--- src/urxdm_pkg.sv ---
// constants for the receive dma / modem status host block, plus its
// two-stage input synchroniser.
// assumes a single pclk domain and an apb master on the register side.
`timescale 1ns/1ps
`default_nettype none

package urxdm_pkg;
  localparam int ADDR_W = 12;
  localparam int DATA_W = 32;
  localparam int LEVEL_W = 5;

  // register byte addresses
  localparam logic [ADDR_W-1:0] OFS_RX_HOLD = 12'h000;
  localparam logic [ADDR_W-1:0] OFS_INT_EN = 12'h004;
  localparam logic [ADDR_W-1:0] OFS_FIFO_CTRL = 12'h008;
  localparam logic [ADDR_W-1:0] OFS_MODEM_CTRL = 12'h010;
  localparam logic [ADDR_W-1:0] OFS_MODEM_STAT = 12'h018;
  localparam logic [ADDR_W-1:0] OFS_DMA_STAT = 12'h01c;

  // field positions
  localparam int IE_MSI_BIT = 3;
  localparam int FCR_EN_BIT = 0;
  localparam int FCR_DMA_BIT = 3;
  localparam int MCR_RTS_BIT = 1;
  localparam int MCR_LOOP_BIT = 4;
  localparam int MSR_CALL_LINE_RISE_FLAG_BIT = 2;
  localparam int MSR_RI_BIT = 6;
  localparam int DST_REQ_BIT = 0;
  localparam int DST_MODE_BIT = 1;
  localparam int DST_LEVEL_LSB = 8;

  // reset values and the empty fifo level
  localparam logic [7:0] INT_EN_RST = 8'h00;
  localparam logic [7:0] FIFO_CTRL_RST = 8'h00;
  localparam logic [7:0] MODEM_CTRL_RST = 8'h00;
  localparam logic [LEVEL_W-1:0] LEVEL_EMPTY = 5'h00;

  typedef enum logic [1:0] {
    DMA_IDLE,
    DMA_ACTIVE
  } urxdm_dma_state_t;
endpackage

// two flip-flop level synchroniser; stage one feeds stage two only
module urxdm_sync2 #(
  parameter int W = 1,
  parameter logic [W-1:0] RST_VAL = '0
) (
  input wire logic pclk,
  input wire logic presetn,
  input wire logic [W-1:0] async_in,
  output logic [W-1:0] sync_out
);
  logic [W-1:0] stage1_reg;

  always_ff @(posedge pclk or negedge presetn) begin
    if (!presetn) begin
      stage1_reg <= RST_VAL;
      sync_out <= RST_VAL;
    end else begin
      stage1_reg <= async_in;
      sync_out <= stage1_reg;
    end
  end
endmodule // urxdm_sync2

`default_nettype wire

--- src/urxdm_top.sv ---
// register side of the serial controller: host reads, call line status,
// request-to-send, and receive dma request signalling.
// assumes an apb master on pclk and a receive fifo outside this block that
// reports its level, trigger and time-out and pops on rx_pop.
`timescale 1ns/1ps
`default_nettype none

// What this block does
// - selected read strobe drives addressed register contents onto data bus
// - master reset clears registers and sets outputs to reset levels
// - modem status bit 6 shows present incoming-call line state
// - call line rise sets status bit 2; status read clears it
// - enabled modem status interrupt raised on call line rise
// - rts active from control bit; inactive on reset, loop, cleared bit
// - rts level never affects transmit or receive operation
// - in fifo mode, fifo control bit 3 picks receive dma mode
// - fifos off forces mode 0; mode 1 drains fifo continuously
// - mode 0: request low while any character held, else high
// - mode 1: low at trigger or time-out, high when empty
module urxdm_top (
  input wire logic pclk,
  input wire logic presetn,
  input wire logic psel,
  input wire logic penable,
  input wire logic pwrite,
  input wire logic [urxdm_pkg::ADDR_W-1:0] paddr,
  input wire logic [urxdm_pkg::DATA_W-1:0] pwdata,
  input wire logic [3:0] pstrb,
  output logic pready,
  output logic pslverr,
  output logic [urxdm_pkg::DATA_W-1:0] prdata,
  input wire logic incoming_call_line_n,
  input wire logic [urxdm_pkg::LEVEL_W-1:0] rx_level,
  input wire logic rx_trigger_hit,
  input wire logic rx_timeout,
  input wire logic [7:0] rx_data,
  output logic rx_pop,
  output logic fifo_enable_bit,
  output logic loop_mode,
  output logic modem_irq,
  output logic request_to_send_n,
  output logic receive_dma_request_n
);
  import urxdm_pkg::*;

  logic [7:0] int_en_reg;
  logic [7:0] fifo_control_register;
  logic [7:0] modem_control_register;
  logic call_line_rise_flag;
  logic call_line_rise_next;
  logic msr_seen_reg;
  logic call_line_s;
  logic call_line_d_reg;
  logic call_line_rise;
  logic request_to_send_n_reg;
  logic receive_dma_request_n_reg;
  urxdm_dma_state_t dma_state_reg;
  urxdm_dma_state_t dma_state_next;
  logic [DATA_W-1:0] prdata_reg;
  logic [DATA_W-1:0] rd_mux;
  logic addr_ok;
  logic setup_rd;
  logic access;
  logic wr_ok;
  logic rd_done;
  logic rx_empty;
  logic dma_mode1;
  logic rst_seen_reg;

  // the pin is asynchronous to pclk
  urxdm_sync2 #(
    .W(1),
    .RST_VAL(1'b1)
  ) u_call_sync (
    .pclk(pclk),
    .presetn(presetn),
    .async_in(incoming_call_line_n),
    .sync_out(call_line_s)
  );

  // bus decode
  always_comb begin
    case (paddr)
      OFS_RX_HOLD,
      OFS_INT_EN,
      OFS_FIFO_CTRL,
      OFS_MODEM_CTRL,
      OFS_MODEM_STAT,
      OFS_DMA_STAT: addr_ok = 1'b1;
      default: addr_ok = 1'b0;
    endcase
  end

  assign access = psel && penable;
  assign setup_rd = psel && !penable && !pwrite;
  assign wr_ok = access && pwrite && addr_ok && pstrb[0];
  assign rd_done = access && !pwrite && addr_ok;
  // zero wait states: read data is captured in the setup cycle
  assign pready = 1'b1;
  assign pslverr = access && !addr_ok;
  assign prdata = prdata_reg;

  // read mux; a read strobe with select returns the addressed register
  always_comb begin
    rd_mux = '0;
    case (paddr)
      OFS_RX_HOLD: rd_mux[7:0] = rx_data;
      OFS_INT_EN: rd_mux[7:0] = int_en_reg;
      OFS_FIFO_CTRL: rd_mux[7:0] = fifo_control_register;
      OFS_MODEM_CTRL: rd_mux[7:0] = modem_control_register;
      OFS_MODEM_STAT: begin
        rd_mux[MSR_RI_BIT] = !call_line_s;
        rd_mux[MSR_CALL_LINE_RISE_FLAG_BIT] = call_line_rise_flag;
      end
      OFS_DMA_STAT: begin
        rd_mux[DST_REQ_BIT] = receive_dma_request_n_reg;
        rd_mux[DST_MODE_BIT] = dma_mode1;
        rd_mux[DST_LEVEL_LSB +: LEVEL_W] = rx_level;
      end
      default: rd_mux = '0;
    endcase
  end

  always_ff @(posedge pclk or negedge presetn) begin
    if (!presetn) begin
      prdata_reg <= '0;
    end else if (setup_rd) begin
      prdata_reg <= rd_mux;
    end
  end

  // one pop per completed read of the holding register
  assign rx_pop = rd_done && (paddr == OFS_RX_HOLD);

  // writable registers
  always_ff @(posedge pclk or negedge presetn) begin
    if (!presetn) begin
      int_en_reg <= INT_EN_RST;
    end else if (wr_ok && paddr == OFS_INT_EN) begin
      int_en_reg <= pwdata[7:0];
    end
  end

  always_ff @(posedge pclk or negedge presetn) begin
    if (!presetn) begin
      fifo_control_register <= FIFO_CTRL_RST;
    end else if (wr_ok && paddr == OFS_FIFO_CTRL) begin
      fifo_control_register <= pwdata[7:0];
    end
  end

  always_ff @(posedge pclk or negedge presetn) begin
    if (!presetn) begin
      modem_control_register <= MODEM_CTRL_RST;
    end else if (wr_ok && paddr == OFS_MODEM_CTRL) begin
      modem_control_register <= pwdata[7:0];
    end
  end

  assign fifo_enable_bit = fifo_control_register[FCR_EN_BIT];
  assign loop_mode = modem_control_register[MCR_LOOP_BIT];

  // call line rise detection, on the synchronised level only
  always_ff @(posedge pclk or negedge presetn) begin
    if (!presetn) begin
      call_line_d_reg <= 1'b1;
    end else begin
      call_line_d_reg <= call_line_s;
    end
  end

  assign call_line_rise = call_line_s && !call_line_d_reg;

  // remember whether the captured status read saw the flag set, so an
  // event after the capture is not wiped by the clear
  always_ff @(posedge pclk or negedge presetn) begin
    if (!presetn) begin
      msr_seen_reg <= 1'b0;
    end else if (setup_rd) begin
      msr_seen_reg <= (paddr == OFS_MODEM_STAT) && call_line_rise_flag;
    end
  end

  always_comb begin
    call_line_rise_next = call_line_rise_flag;
    if (rd_done && paddr == OFS_MODEM_STAT && msr_seen_reg) begin
      call_line_rise_next = 1'b0;
    end
    if (call_line_rise) begin
      call_line_rise_next = 1'b1;
    end
  end

  always_ff @(posedge pclk or negedge presetn) begin
    if (!presetn) begin
      call_line_rise_flag <= 1'b0;
    end else begin
      call_line_rise_flag <= call_line_rise_next;
    end
  end

  // level request, held until the status read clears the flag
  assign modem_irq = call_line_rise_flag && int_en_reg[IE_MSI_BIT];

  // rts: pure output, feeds nothing else in the block
  always_ff @(posedge pclk or negedge presetn) begin
    if (!presetn) begin
      request_to_send_n_reg <= 1'b1;
    end else begin
      request_to_send_n_reg <= !(modem_control_register[MCR_RTS_BIT] &&
                                 !modem_control_register[MCR_LOOP_BIT]);
    end
  end

  assign request_to_send_n = request_to_send_n_reg;

  // receive dma request
  assign rx_empty = (rx_level == LEVEL_EMPTY);
  // mode 1 needs fifos on; otherwise mode 0 regardless of the select bit
  assign dma_mode1 = fifo_control_register[FCR_EN_BIT] &&
                     fifo_control_register[FCR_DMA_BIT];

  always_comb begin
    dma_state_next = dma_state_reg;
    case (dma_state_reg)
      DMA_IDLE: begin
        if (!rx_empty && !dma_mode1) begin
          dma_state_next = DMA_ACTIVE;
        end else if (!rx_empty && (rx_trigger_hit || rx_timeout)) begin
          dma_state_next = DMA_ACTIVE;
        end
      end
      DMA_ACTIVE: begin
        if (rx_empty) begin
          dma_state_next = DMA_IDLE;
        end
      end
      default: dma_state_next = DMA_IDLE;
    endcase
  end

  always_ff @(posedge pclk or negedge presetn) begin
    if (!presetn) begin
      dma_state_reg <= DMA_IDLE;
    end else begin
      dma_state_reg <= dma_state_next;
    end
  end

  always_ff @(posedge pclk or negedge presetn) begin
    if (!presetn) begin
      receive_dma_request_n_reg <= 1'b1;
    end else begin
      receive_dma_request_n_reg <= (dma_state_next != DMA_ACTIVE);
    end
  end

  assign receive_dma_request_n = receive_dma_request_n_reg;

  // helper for the reset check only
  always_ff @(posedge pclk or negedge presetn) begin
    if (!presetn) begin
      rst_seen_reg <= 1'b0;
    end else begin
      rst_seen_reg <= 1'b1;
    end
  end

  a_read_data_path: assert property (
    @(posedge pclk) disable iff (!presetn)
    setup_rd && paddr == OFS_MODEM_CTRL
    |=> prdata[7:0] == $past(modem_control_register) && pready)
    else $error("read data does not match addressed register");

  a_reset_levels: assert property (
    @(posedge pclk) disable iff (!presetn)
    !rst_seen_reg |-> request_to_send_n && receive_dma_request_n &&
                      !modem_irq && prdata == '0)
    else $error("outputs not at reset levels after reset");

  a_call_line_state: assert property (
    @(posedge pclk) disable iff (!presetn)
    setup_rd && paddr == OFS_MODEM_STAT
    |=> prdata[MSR_RI_BIT] == !$past(call_line_s))
    else $error("status bit 6 does not show call line");

  a_rise_sets_flag: assert property (
    @(posedge pclk) disable iff (!presetn)
    $rose(call_line_s) |=> call_line_rise_flag)
    else $error("call line rise did not set flag");

  a_read_clears_flag: assert property (
    @(posedge pclk) disable iff (!presetn)
    rd_done && paddr == OFS_MODEM_STAT && msr_seen_reg && !call_line_rise
    |=> !call_line_rise_flag)
    else $error("status read did not clear flag");

  a_irq_on_rise: assert property (
    @(posedge pclk) disable iff (!presetn)
    call_line_rise && int_en_reg[IE_MSI_BIT] && !wr_ok
    |=> modem_irq)
    else $error("enabled call line rise raised no interrupt");

  a_rts_follows_bit: assert property (
    @(posedge pclk) disable iff (!presetn)
    wr_ok && paddr == OFS_MODEM_CTRL
    |=> ##1 request_to_send_n ==
        !($past(pwdata[MCR_RTS_BIT], 2) && !$past(pwdata[MCR_LOOP_BIT], 2)))
    else $error("rts level does not follow control write");

  a_pop_on_read: assert property (
    @(posedge pclk) disable iff (!presetn)
    rx_pop |-> access && !pwrite && paddr == OFS_RX_HOLD && !$past(rx_pop))
    else $error("pop without a single holding register read");

  a_mode0_active: assert property (
    @(posedge pclk) disable iff (!presetn)
    !dma_mode1 && !rx_empty |=> !receive_dma_request_n)
    else $error("mode 0 request not active with data held");

  a_fifo_off_mode0: assert property (
    @(posedge pclk) disable iff (!presetn)
    !fifo_control_register[FCR_EN_BIT] && !rx_empty |=> !receive_dma_request_n)
    else $error("fifos off did not use mode 0");

  a_mode1_hold: assert property (
    @(posedge pclk) disable iff (!presetn)
    dma_mode1 && receive_dma_request_n && !rx_empty &&
    !rx_trigger_hit && !rx_timeout |=> receive_dma_request_n)
    else $error("mode 1 request active before trigger");

  a_mode1_trigger: assert property (
    @(posedge pclk) disable iff (!presetn)
    dma_mode1 && !rx_empty && (rx_trigger_hit || rx_timeout)
    |=> !receive_dma_request_n)
    else $error("mode 1 request not active at trigger");

  a_empty_idle: assert property (
    @(posedge pclk) disable iff (!presetn)
    rx_empty |=> receive_dma_request_n)
    else $error("request active with no characters");
endmodule // urxdm_top

`default_nettype wire

--- config.mk ---
export PLATFORM = sky130hd
export DESIGN_NAME = urxdm_top
export DESIGN_NICKNAME = d
export VERILOG_FILES = /design/src/urxdm_pkg.sv /design/src/urxdm_top.sv
export SDC_FILE = /design/constraint.sdc
export NUM_CORES = 1
export LEC_CHECK = 0
export ABC_AREA = 1
export BUFFER_PORTS_ARGS = -buffer_cell sky130_fd_sc_hd__buf_2
export CORE_AREA = 5 5 82 84
export DETAILED_ROUTE_END_ITERATION = 10
export DIE_AREA = 0 0 87 89
export GPL_TIMING_DRIVEN = 1
export PLACE_DENSITY = 0.8
export SETUP_SLACK_MARGIN = 0.15
export SKIP_LAST_GASP = 1
export SYNTH_ARGS = -nofsm -noshare
export SYNTH_HDL_FRONTEND = slang
export SYNTH_HIERARCHICAL = 1
export SYNTH_SLANG_ARGS = --single-unit
--- constraint.sdc ---
create_clock -name pclk -period 1.6 [get_ports pclk]
set_input_delay 0.16 -clock pclk [delete_from_list [all_inputs] [get_ports pclk]]
set_output_delay 0.16 -clock pclk [all_outputs]
set_load 0.01 [all_outputs]
## Word-level counts from Yosys, hierarchy flattened

Index checks and enable logic that the tools add are counted.

| word-level totals | value |
|---|---|
| bits in registers | 46 |
| input port bits | 69 |
| output and inout bits | 40 |
| word-level logic and storage cells | 69 |

| cells by class | value |
|---|---|
| eq/ne operators | 7 |
| mux-type cells | 13 |
| reductions and logical operators | 37 |

Operators by type and width:

| cell | number |
|---|---|
| == test 12 x 5 -> 1 bit, second input constant | 3 |
| logical AND 1 bit | 22 |
| == test 12 x 3 -> 1 bit, second input constant | 1 |
| == test 12 x 4 -> 1 bit, second input constant | 1 |
| logical NOT 12 bit | 1 |
| one-hot mux 3 bit (4 select lines) | 1 |
| one-hot mux 1 bit (5 select lines) | 2 |
| one-hot mux 2 bit (5 select lines) | 1 |
| logical NOT 1 bit | 9 |
| two-way mux 2 bit | 3 |
| OR reduction 6 bit | 1 |
| logical NOT 5 bit | 1 |
| two-way mux 5 bit | 1 |
| one-hot mux 1 bit (4 select lines) | 1 |
| one-hot mux 2 bit (2 select lines) | 1 |
| two-way mux 1 bit | 3 |
| == test 2 x 1 -> 1 bit, second input constant | 1 |
| logical NOT 2 bit | 1 |
| != test 2 x 1 -> 1 bit, second input constant | 1 |
| nonzero test 2 bit | 1 |
| logical OR 1 bit | 1 |

## Depth between registers and ports, before layout

Gate-level depths: netlist (run 1).

| depth | value |
|---|---|
| depth in word-level cells | 8 |
| depth in mapped cells | 10 |
| depth with buffers taken out | 9 |

## Modules after synthesis

The synthesis (run 1) kept the hierarchy.

Modules (own cells, without submodules):

| module | times used | cells an instance | area each (um2) |
|---|---|---|---|
| urxdm_top | 1 | 333 | 2598.7 |
| urxdm_sync2 | 1 | 2 | 52.6 |

## Worst setup path after synthesis (run 1)

OpenSTA, ideal clock, no wires.

| path | value |
|---|---|
| kind | input -> output |
| start point | input port paddr[11] (netlist name) |
| end point | output port rx_pop |
| data arrival time | 1190 ps |
| slack | 250 ps |
| stages on the path | 9 |
| path buffers | 2 |
| cells stage by stage | nor2_2 nand2_4 nor2_4 nand2_2 nand3_4 buf_8 buf_6 nand2_1 nor2_1 |

| on the way | value |
|---|---|
| cells in the longest elaborated chain, start to end | 5 |
| elaborated cells between the ends (all ways) | 10 |
| those cells by class | eq/ne (5); mux (1); reduce/logical (4) |

RTL lines:

| element | line | RTL |
|---|---|---|
| start, declared | urxdm_top.sv:26 | `input wire logic [urxdm_pkg::ADDR_W-1:0] paddr,` |
| == test 12 x 3 -> 1 bit (tied with other cells) | urxdm_top.sv:83 | `case (paddr)` |
| OR reduction 6 bit | urxdm_top.sv:83 |  |
| two-way mux 1 bit | urxdm_top.sv:83 |  |
| logical AND 1 bit | urxdm_top.sv:97 | `assign rd_done = access && !pwrite && addr_ok;` |
| logical AND 1 bit (*) | urxdm_top.sv:133 | `assign rx_pop = rd_done && (paddr == OFS_RX_HOLD);` |
| end, declared | urxdm_top.sv:37 | `output logic rx_pop,` |

Every way passes the cells marked *; elsewhere a longest branch is shown, timed or not.

## Worst setup path in the final report (run 1)

| path | value |
|---|---|
| start point | input port paddr[1] (netlist name) |
| end point | output port rx_pop |

Same word-level chain as after synthesis.

==> results of run 1 <==
-- cells by family (layout without fill, tap and decap cells) --
group / count (synthesis) / in the layout / synth area share
other cells: 2 / 21 / 0.00283
mux: 1 / 1 / 0.00378
flops: 46 / 46 / 0.437
compound gates: 14 / 14 / 0.0264
buf+inv: 59 / 109 / 0.126
simple gates: 213 / 213 / 0.405
-- layer usage --
metal,share of wire,vias up
met5,0,-
met4,0.017,0
met3,0.067,13
met2,0.48,60
met1,0.43,1072
li1,-,1184
-- worst paths after layout --
check	endpoint	start	slack, ns	cells after the start
worst max-delay path	rx_pop	paddr[1]	0.30	8
worst min-delay path	prdata[10]	rx_level[2]	0.12	3
min in group asynchronous	prdata[10]	presetn	0.47	3
max in group asynchronous	request_to_send_n	presetn	0.73	3
worst max register to register	prdata[1]	fifo_control_register[0]	0.59	6
worst min register to register	u_call_sync/sync_out	u_call_sync/stage1_reg	0.36	0
-- worst reg2reg max path, cell delays in order (launching register included) --
cell	delay, ns
dfrtp_1	0.42
nand2_1	0.13
inv_1	0.05
nand3_1	0.09
nand2_1	0.06
nor2_1	0.09
a21oi_1	0.07
-- stage by stage --
| stage | hold slack [ns] | util | worst slack (ns) | total power [uW] |
|---|---|---|---|---|
| final | 0.120 | 0.528 | 0.296 | 2170 |
| after floorplan | -0.136 | - | 0.250 | 1370 |
| after CTS | 0.122 | 0.525 | 0.175 | 2190 |
| after global placement | 0.267 | 0.506 | 0.133 | 1460 |
| after detailed placement | 0.268 | 0.506 | 0.102 | 1470 |
| after global routing | 0.142 | 0.528 | 0.214 | 2270 |
-- final cells by class --
| cell class | count | area share |
|---|---|---|
| multi-input combinational | 249 | 0.399 |
| sequential | 46 | 0.375 |
| timing repair buffer | 75 | 0.135 |
| inverter | 26 | 0.0316 |
| tap | 75 | 0.0304 |
| clock buffer | 7 | 0.0280 |
| clock inverter | 1 | 0.00162 |
-- synthesized netlist by cell type, types with 3 or more instances --
master    number
or2_2          4
nor2_2         5
nand2_2        4
nand3_1       39
inv_1         24
dfstp_2        5
a21oi_1        5
nor2_4         4
nand2_1      104
nand3_4        3
nand4_1       24
dfrtp_1       41
nor2_1        16
buf_4         21
clkbuf_1       4
o21ai_0        7
buf_2          5
-- power breakdown --
| group | switching [uW] | internal, uW |
|---|---|---|
| Combinational | 157 | 91.2 |
| Sequential | 10.7 | 1190 |
| Clock | 376 | 349 |
| Total | 543 | 1630 |
-- what timing repair did --
| item | CTS | global route |
|---|---|---|
| buffers inserted | 0 | 2 |
| endpoints found under the hold margin | 42 | 0 |
| hold buffers | 2 | 0 |
| endpoints found under the setup margin | 0 | 1 |
==> impl_metrics.ini, run 1 <==
[outcome]
outcome = completed

[timing]
rsz0062_at_grt = false
fin_worst_skew_ns = 0.00873
setup-tns-final_ns = 0
fin_crit_sh = 0.815
finalSetupViolations = 0
worst_pin_slew_ns = 0.563
final.min_clock_period_ns = 1.30
slew_headroom = 0.624
final_max_slew_viol_count = 0
fmax_mhz = 767
finalHoldViolations = 0

[die]
start_util = 0.453
rows = 28
fp.dieArea_um2 = 7740
core_area_um2 = 5850
num_io_pins = 109
die_width_um = 87
die_y_um = 89

[yosys]
yosys_most_used_dff = dfrtp_1
yosysSeqAreaShare = 0.437
syn_inst = 335
post-synth-top-area-cell = dfrtp_1
synth-edff-count = 0
ys_warn_count = 6
ys_async_sr_fraction = 1.00
ys_ff_latch = 46
synth_top_area_share = 0.387
syn_avg_cell_area_um2 = 7.91
ys_types = 31
netlist_area_um2 = 2650
synthTopCellsByArea = dfrtp_1 39%, nand2_1 15%, nand3_1 7.4%

[clocking]
numCtsBuffers = 5
clk_pin_slew_ns = 0.09
clk_latency_ns = 0.30
cts-root-buf = clkbuf_8
cts_sinks = 46
cts_resized = 0
cts_tree = built
cts_buffer_depth = 2
htreeDepth = 2

[critical_path]
crit_buf_inv = 3
worst_path_most_repeated_cell = buf_2
path_max_fanout = 17
arrival_ns = 1.14
path_cells = buf_2, nor2_2, nand2_2, nor2_8, buf_4, nand2_1, nor2_1, buf_2
cp.required_ns = 1.44
endpoint_kind = primary output
crit_path_start_kind = primary input
cp_slowest_cell = buf_4
cp_top_family = simple AND/OR/NAND/NOR gates
max_stage_delay_ns = 0.21
path_class = in2out

[routing]
antenna_left = 0
avgViaCountPerCell = 4.86
drtIter0Drc = 181
num_vias = 2329
wl_per_cell_um = 12.8
drt_wl_total_mm = 6.12
dr.pass1.iters = 4
route.detailed.drc = 0

[grt]
grt_util_met1 = 0.220
met2_usage = 0.258
grt_use_met3 = 0.0304
track_usage = 0.162
grt_pass1_wl_mm = 9.94
grt.overflow.total = 0
antenna_found_initial = 0
grt_max_degree = 47
grt_pass1_vias = 2153
busiest_layer = met2

[cells_and_area]
largest_reg_flops = 13
final_cell_count_no_fill = 479
syn_to_final_growth_pct = 16.5
multi_input_area_um2 = 1230
regArea_um2 = 1160
fin_area_um2 = 3090
drive_gt1_frac = 0.275
final_common_cell = nand2_1
num-fill-cells = 541
nNetsFinal = 472
num_antenna_cells = 0
layout_common_cells = 104 x nand2_1, 61 x buf_2, 41 x dfrtp_1, 39 x nand3_1

[power]
leakage_uw = 0.00176
peakVddDrop_v = 0.000315
cellPowerDensity_nw_per_um2 = 704

[placement]
placed_cells = 467
gp_congestion = 0.789
dpl_cell_area_um2 = 2960
port_buffers = 61
dpl.hpwl_mm = 4.75

[job]
cap_violations = 0

[min_path]
min_path_type = in2reg
No activity file was read; power rests on OpenSTA's default activity.
==> run 2, diff against run 1 <==
--- a/config.mk
+++ b/config.mk
@@ -5,13 +5,13 @@
 export SDC_FILE = /design/constraint.sdc
 export NUM_CORES = 1
 export LEC_CHECK = 0
-export ABC_AREA = 1
+export ABC_AREA = 0
 export BUFFER_PORTS_ARGS = -buffer_cell sky130_fd_sc_hd__buf_2
-export CORE_AREA = 5 5 82 84
+export CORE_AREA = 5 5 78 80
 export DETAILED_ROUTE_END_ITERATION = 10
-export DIE_AREA = 0 0 87 89
+export DIE_AREA = 0 0 83 85
 export GPL_TIMING_DRIVEN = 1
-export PLACE_DENSITY = 0.8
+export PLACE_DENSITY = 0.82
 export SETUP_SLACK_MARGIN = 0.15
 export SKIP_LAST_GASP = 1
 export SYNTH_ARGS = -nofsm -noshare
==> constraint.sdc (replaced) <==
create_clock -name pclk -period 1.3 [get_ports pclk]
set_input_delay 0.13 -clock pclk [delete_from_list [all_inputs] [get_ports pclk]]
set_output_delay 0.13 -clock pclk [all_outputs]
set_load 0.01 [all_outputs]
==> run 2 against run 1 <==
Synthesized cell count is 39% lower. The run now ends with negative setup slack left. Global-route usage is 1.2 points higher. Synthesized area is 10% lower. Sequential share of layout area is 0.86 points lower. Non-clock buffer count is 14 higher. Hold slack worse by 0.065 ns. Cell count is 24% lower. Clock power is 53% higher. Die area is 8.9% lower. Setup slack worse by 0.56 ns. Combinational power is 40% higher. Cell area is 2.4% higher.
==> impl_metrics.ini, run 2 <==
[routing]
route.detailed.drc = 0
antenna_left = 0
num_vias = 1923
drt_wl_total_mm = 6.35
avgViaCountPerCell = 5.30
dr.pass1.iters = 4
wl_per_cell_um = 17.5
drtIter0Drc = 136

[timing]
final.min_clock_period_ns = 1.56
fin_worst_skew_ns = 0.0106
fmax_mhz = 640
hold-worst-slack_ns = 0.0553
finalSetupViolations = 41
rsz0062_at_grt = true
final_max_slew_viol_count = 0
fin_crit_sh = 1.20
final.setup.worst_slack_ns = -0.263
finalHoldViolations = 0

[power]
peakVddDrop_v = 0.000752
leakage_uw = 0.00155
power_uw = 2940
cellPowerDensity_nw_per_um2 = 930

[yosys]
yosysSeqAreaShare = 0.487
synth_common_cells = 41 x dfrtp_1, 22 x buf_4, 17 x mux2_2, 10 x nand2_1, 9 x nor2_1
ys_async_sr_fraction = 1.00
synthTopCellsByArea = dfrtp_1 43%, mux2_2 8.1%, buf_4 7.0%
synth_top_area_share = 0.432
ys_ff_latch = 46
syn_avg_cell_area_um2 = 11.5
post-synth-top-area-cell = dfrtp_1
syn_inst = 206
netlist_area_um2 = 2370
synth_most_common_cell = dfrtp_1
ys_types = 45
ys_warn_count = 6
synth-edff-count = 0
yosys_most_used_dff = dfrtp_1

[cells_and_area]
drive_gt1_frac = 0.495
largest_reg_flops = 13
layout_common_cells = 59 x buf_2, 41 x dfrtp_1, 24 x mux2_4, 21 x conb_1, 15 x buf_4
nNetsFinal = 359
final_common_cell = buf_2
num_antenna_cells = 0
final_cell_count_no_fill = 363
syn_to_final_growth_pct = 33.1
post-route-util = 0.592

[clocking]
cts_buffer_depth = 2
cts_sinks = 46
clk_latency_ns = 0.31
numCtsBuffers = 5
clk_pin_slew_ns = 0.10
cts_tree = built
cts-root-buf = clkbuf_8
htreeDepth = 2

[min_path]
min_path_type = in2reg

[grt]
track_usage = 0.174
grt_pass1_vias = 1951
grt_max_degree = 47
antenna_found_initial = 0
grt.overflow.total = 0
grt_pass1_wl_mm = 9.82

[die]
core_area_um2 = 5340
start_util = 0.445
rows = 27
num_io_pins = 109
die_width_um = 83
die_y_um = 85
fp.dieArea_um2 = 7060

[critical_path]
arrival_ns = 1.76
crit_path_start_kind = primary input
path_max_fanout = 5
endpoint_kind = flop
path_class = in2reg
cp.required_ns = 1.50

[placement]
dpl.hpwl_mm = 4.39
dpl_worst_slack_ns = -0.547
port_buffers = 61
placed_cells = 347
gp_congestion = 0.813

[outcome]
outcome = complete, but fails checks
violations = negative setup slack

[job]
cap_violations = 0
## run 2: area by class of cell
class	count	area, um^2
Clock buffer	5	68.8
Timing Repair Buffer	89	604
Sequential cell	46	1160
Inverter	5	18.8
Multi-Input combinational cell	143	1170
Tap cell	72	90.1
Fill cell	442	2180
Clock inverter	3	48.8
## run 2: metrics by stage
stage          instance area [um^2]  setup TNS [ns]
4_1_cts                        3100           -4.47
3_5_place_dp                   2880          -16.79
5_1_grt                        3160           -7.70
2_1_floorplan                  2540           -9.98
6_report                       3160           -6.81
3_3_place_gp                   2880          -15.84
## run 2: repair_timing
action	4_1_cts	5_1_grt
gates cloned	0	0
gates resized for setup	14	7
hold buffers	2	0
setup buffers	3	3
endpoints found under the setup margin	42	44
endpoints found under the hold margin	42	0
pin swaps	9	6
## run 2: cells by family after synthesis
family | after synthesis | share of synthesized area
AO/OA/AOI/OAI | 31 | 0.0880
XOR/XNOR | 1 | 0.00369
buffers and inverters | 36 | 0.0996
flip-flops | 46 | 0.487
multiplexers | 33 | 0.170
other | 2 | 0.00316
AND/OR/NAND/NOR | 57 | 0.148
## run 2: per-layer routing
| layer | track usage | vias to the layer above | share of wire | routed length, um |
|---|---|---|---|---|
| met5 | 0 | - | 0 | 0 |
| li1 | - | 865 | - | - |
| met4 | 0.0520 | 0 | 0.013 | 85 |
| met2 | 0.292 | 97 | 0.50 | 3180 |
| met3 | 0.0524 | 9 | 0.078 | 497 |
| met1 | 0.217 | 952 | 0.41 | 2580 |
## run 2: final timing paths
check	start	end	slack (ns)	cells past startpoint
min in group asynchronous	presetn	prdata[9]	0.32	3
max	paddr[1]	modem_control_register[0]	-0.26	6
min reg2reg	u_call_sync/stage1_reg	u_call_sync/sync_out	0.36	0
max reg2reg	fifo_control_register[0]	prdata[1]	0.09	4
max in group asynchronous	presetn	u_call_sync/sync_out	0.70	3
min	rx_level[0]	prdata[8]	0.06	2
## run 2: report_power, final
group / switching, uW / internal [uW]
Clock: 526 / 586
Sequential: 15.6 / 1460
Combinational: 204 / 144
Total: 745 / 2190
## run 2: worst max-delay path, cell delays in order
cell    delay (ns)
buf_6         0.09
or4_4         0.57
nor3_4        0.24
and4_4        0.28
buf_6         0.14
mux2_4        0.30
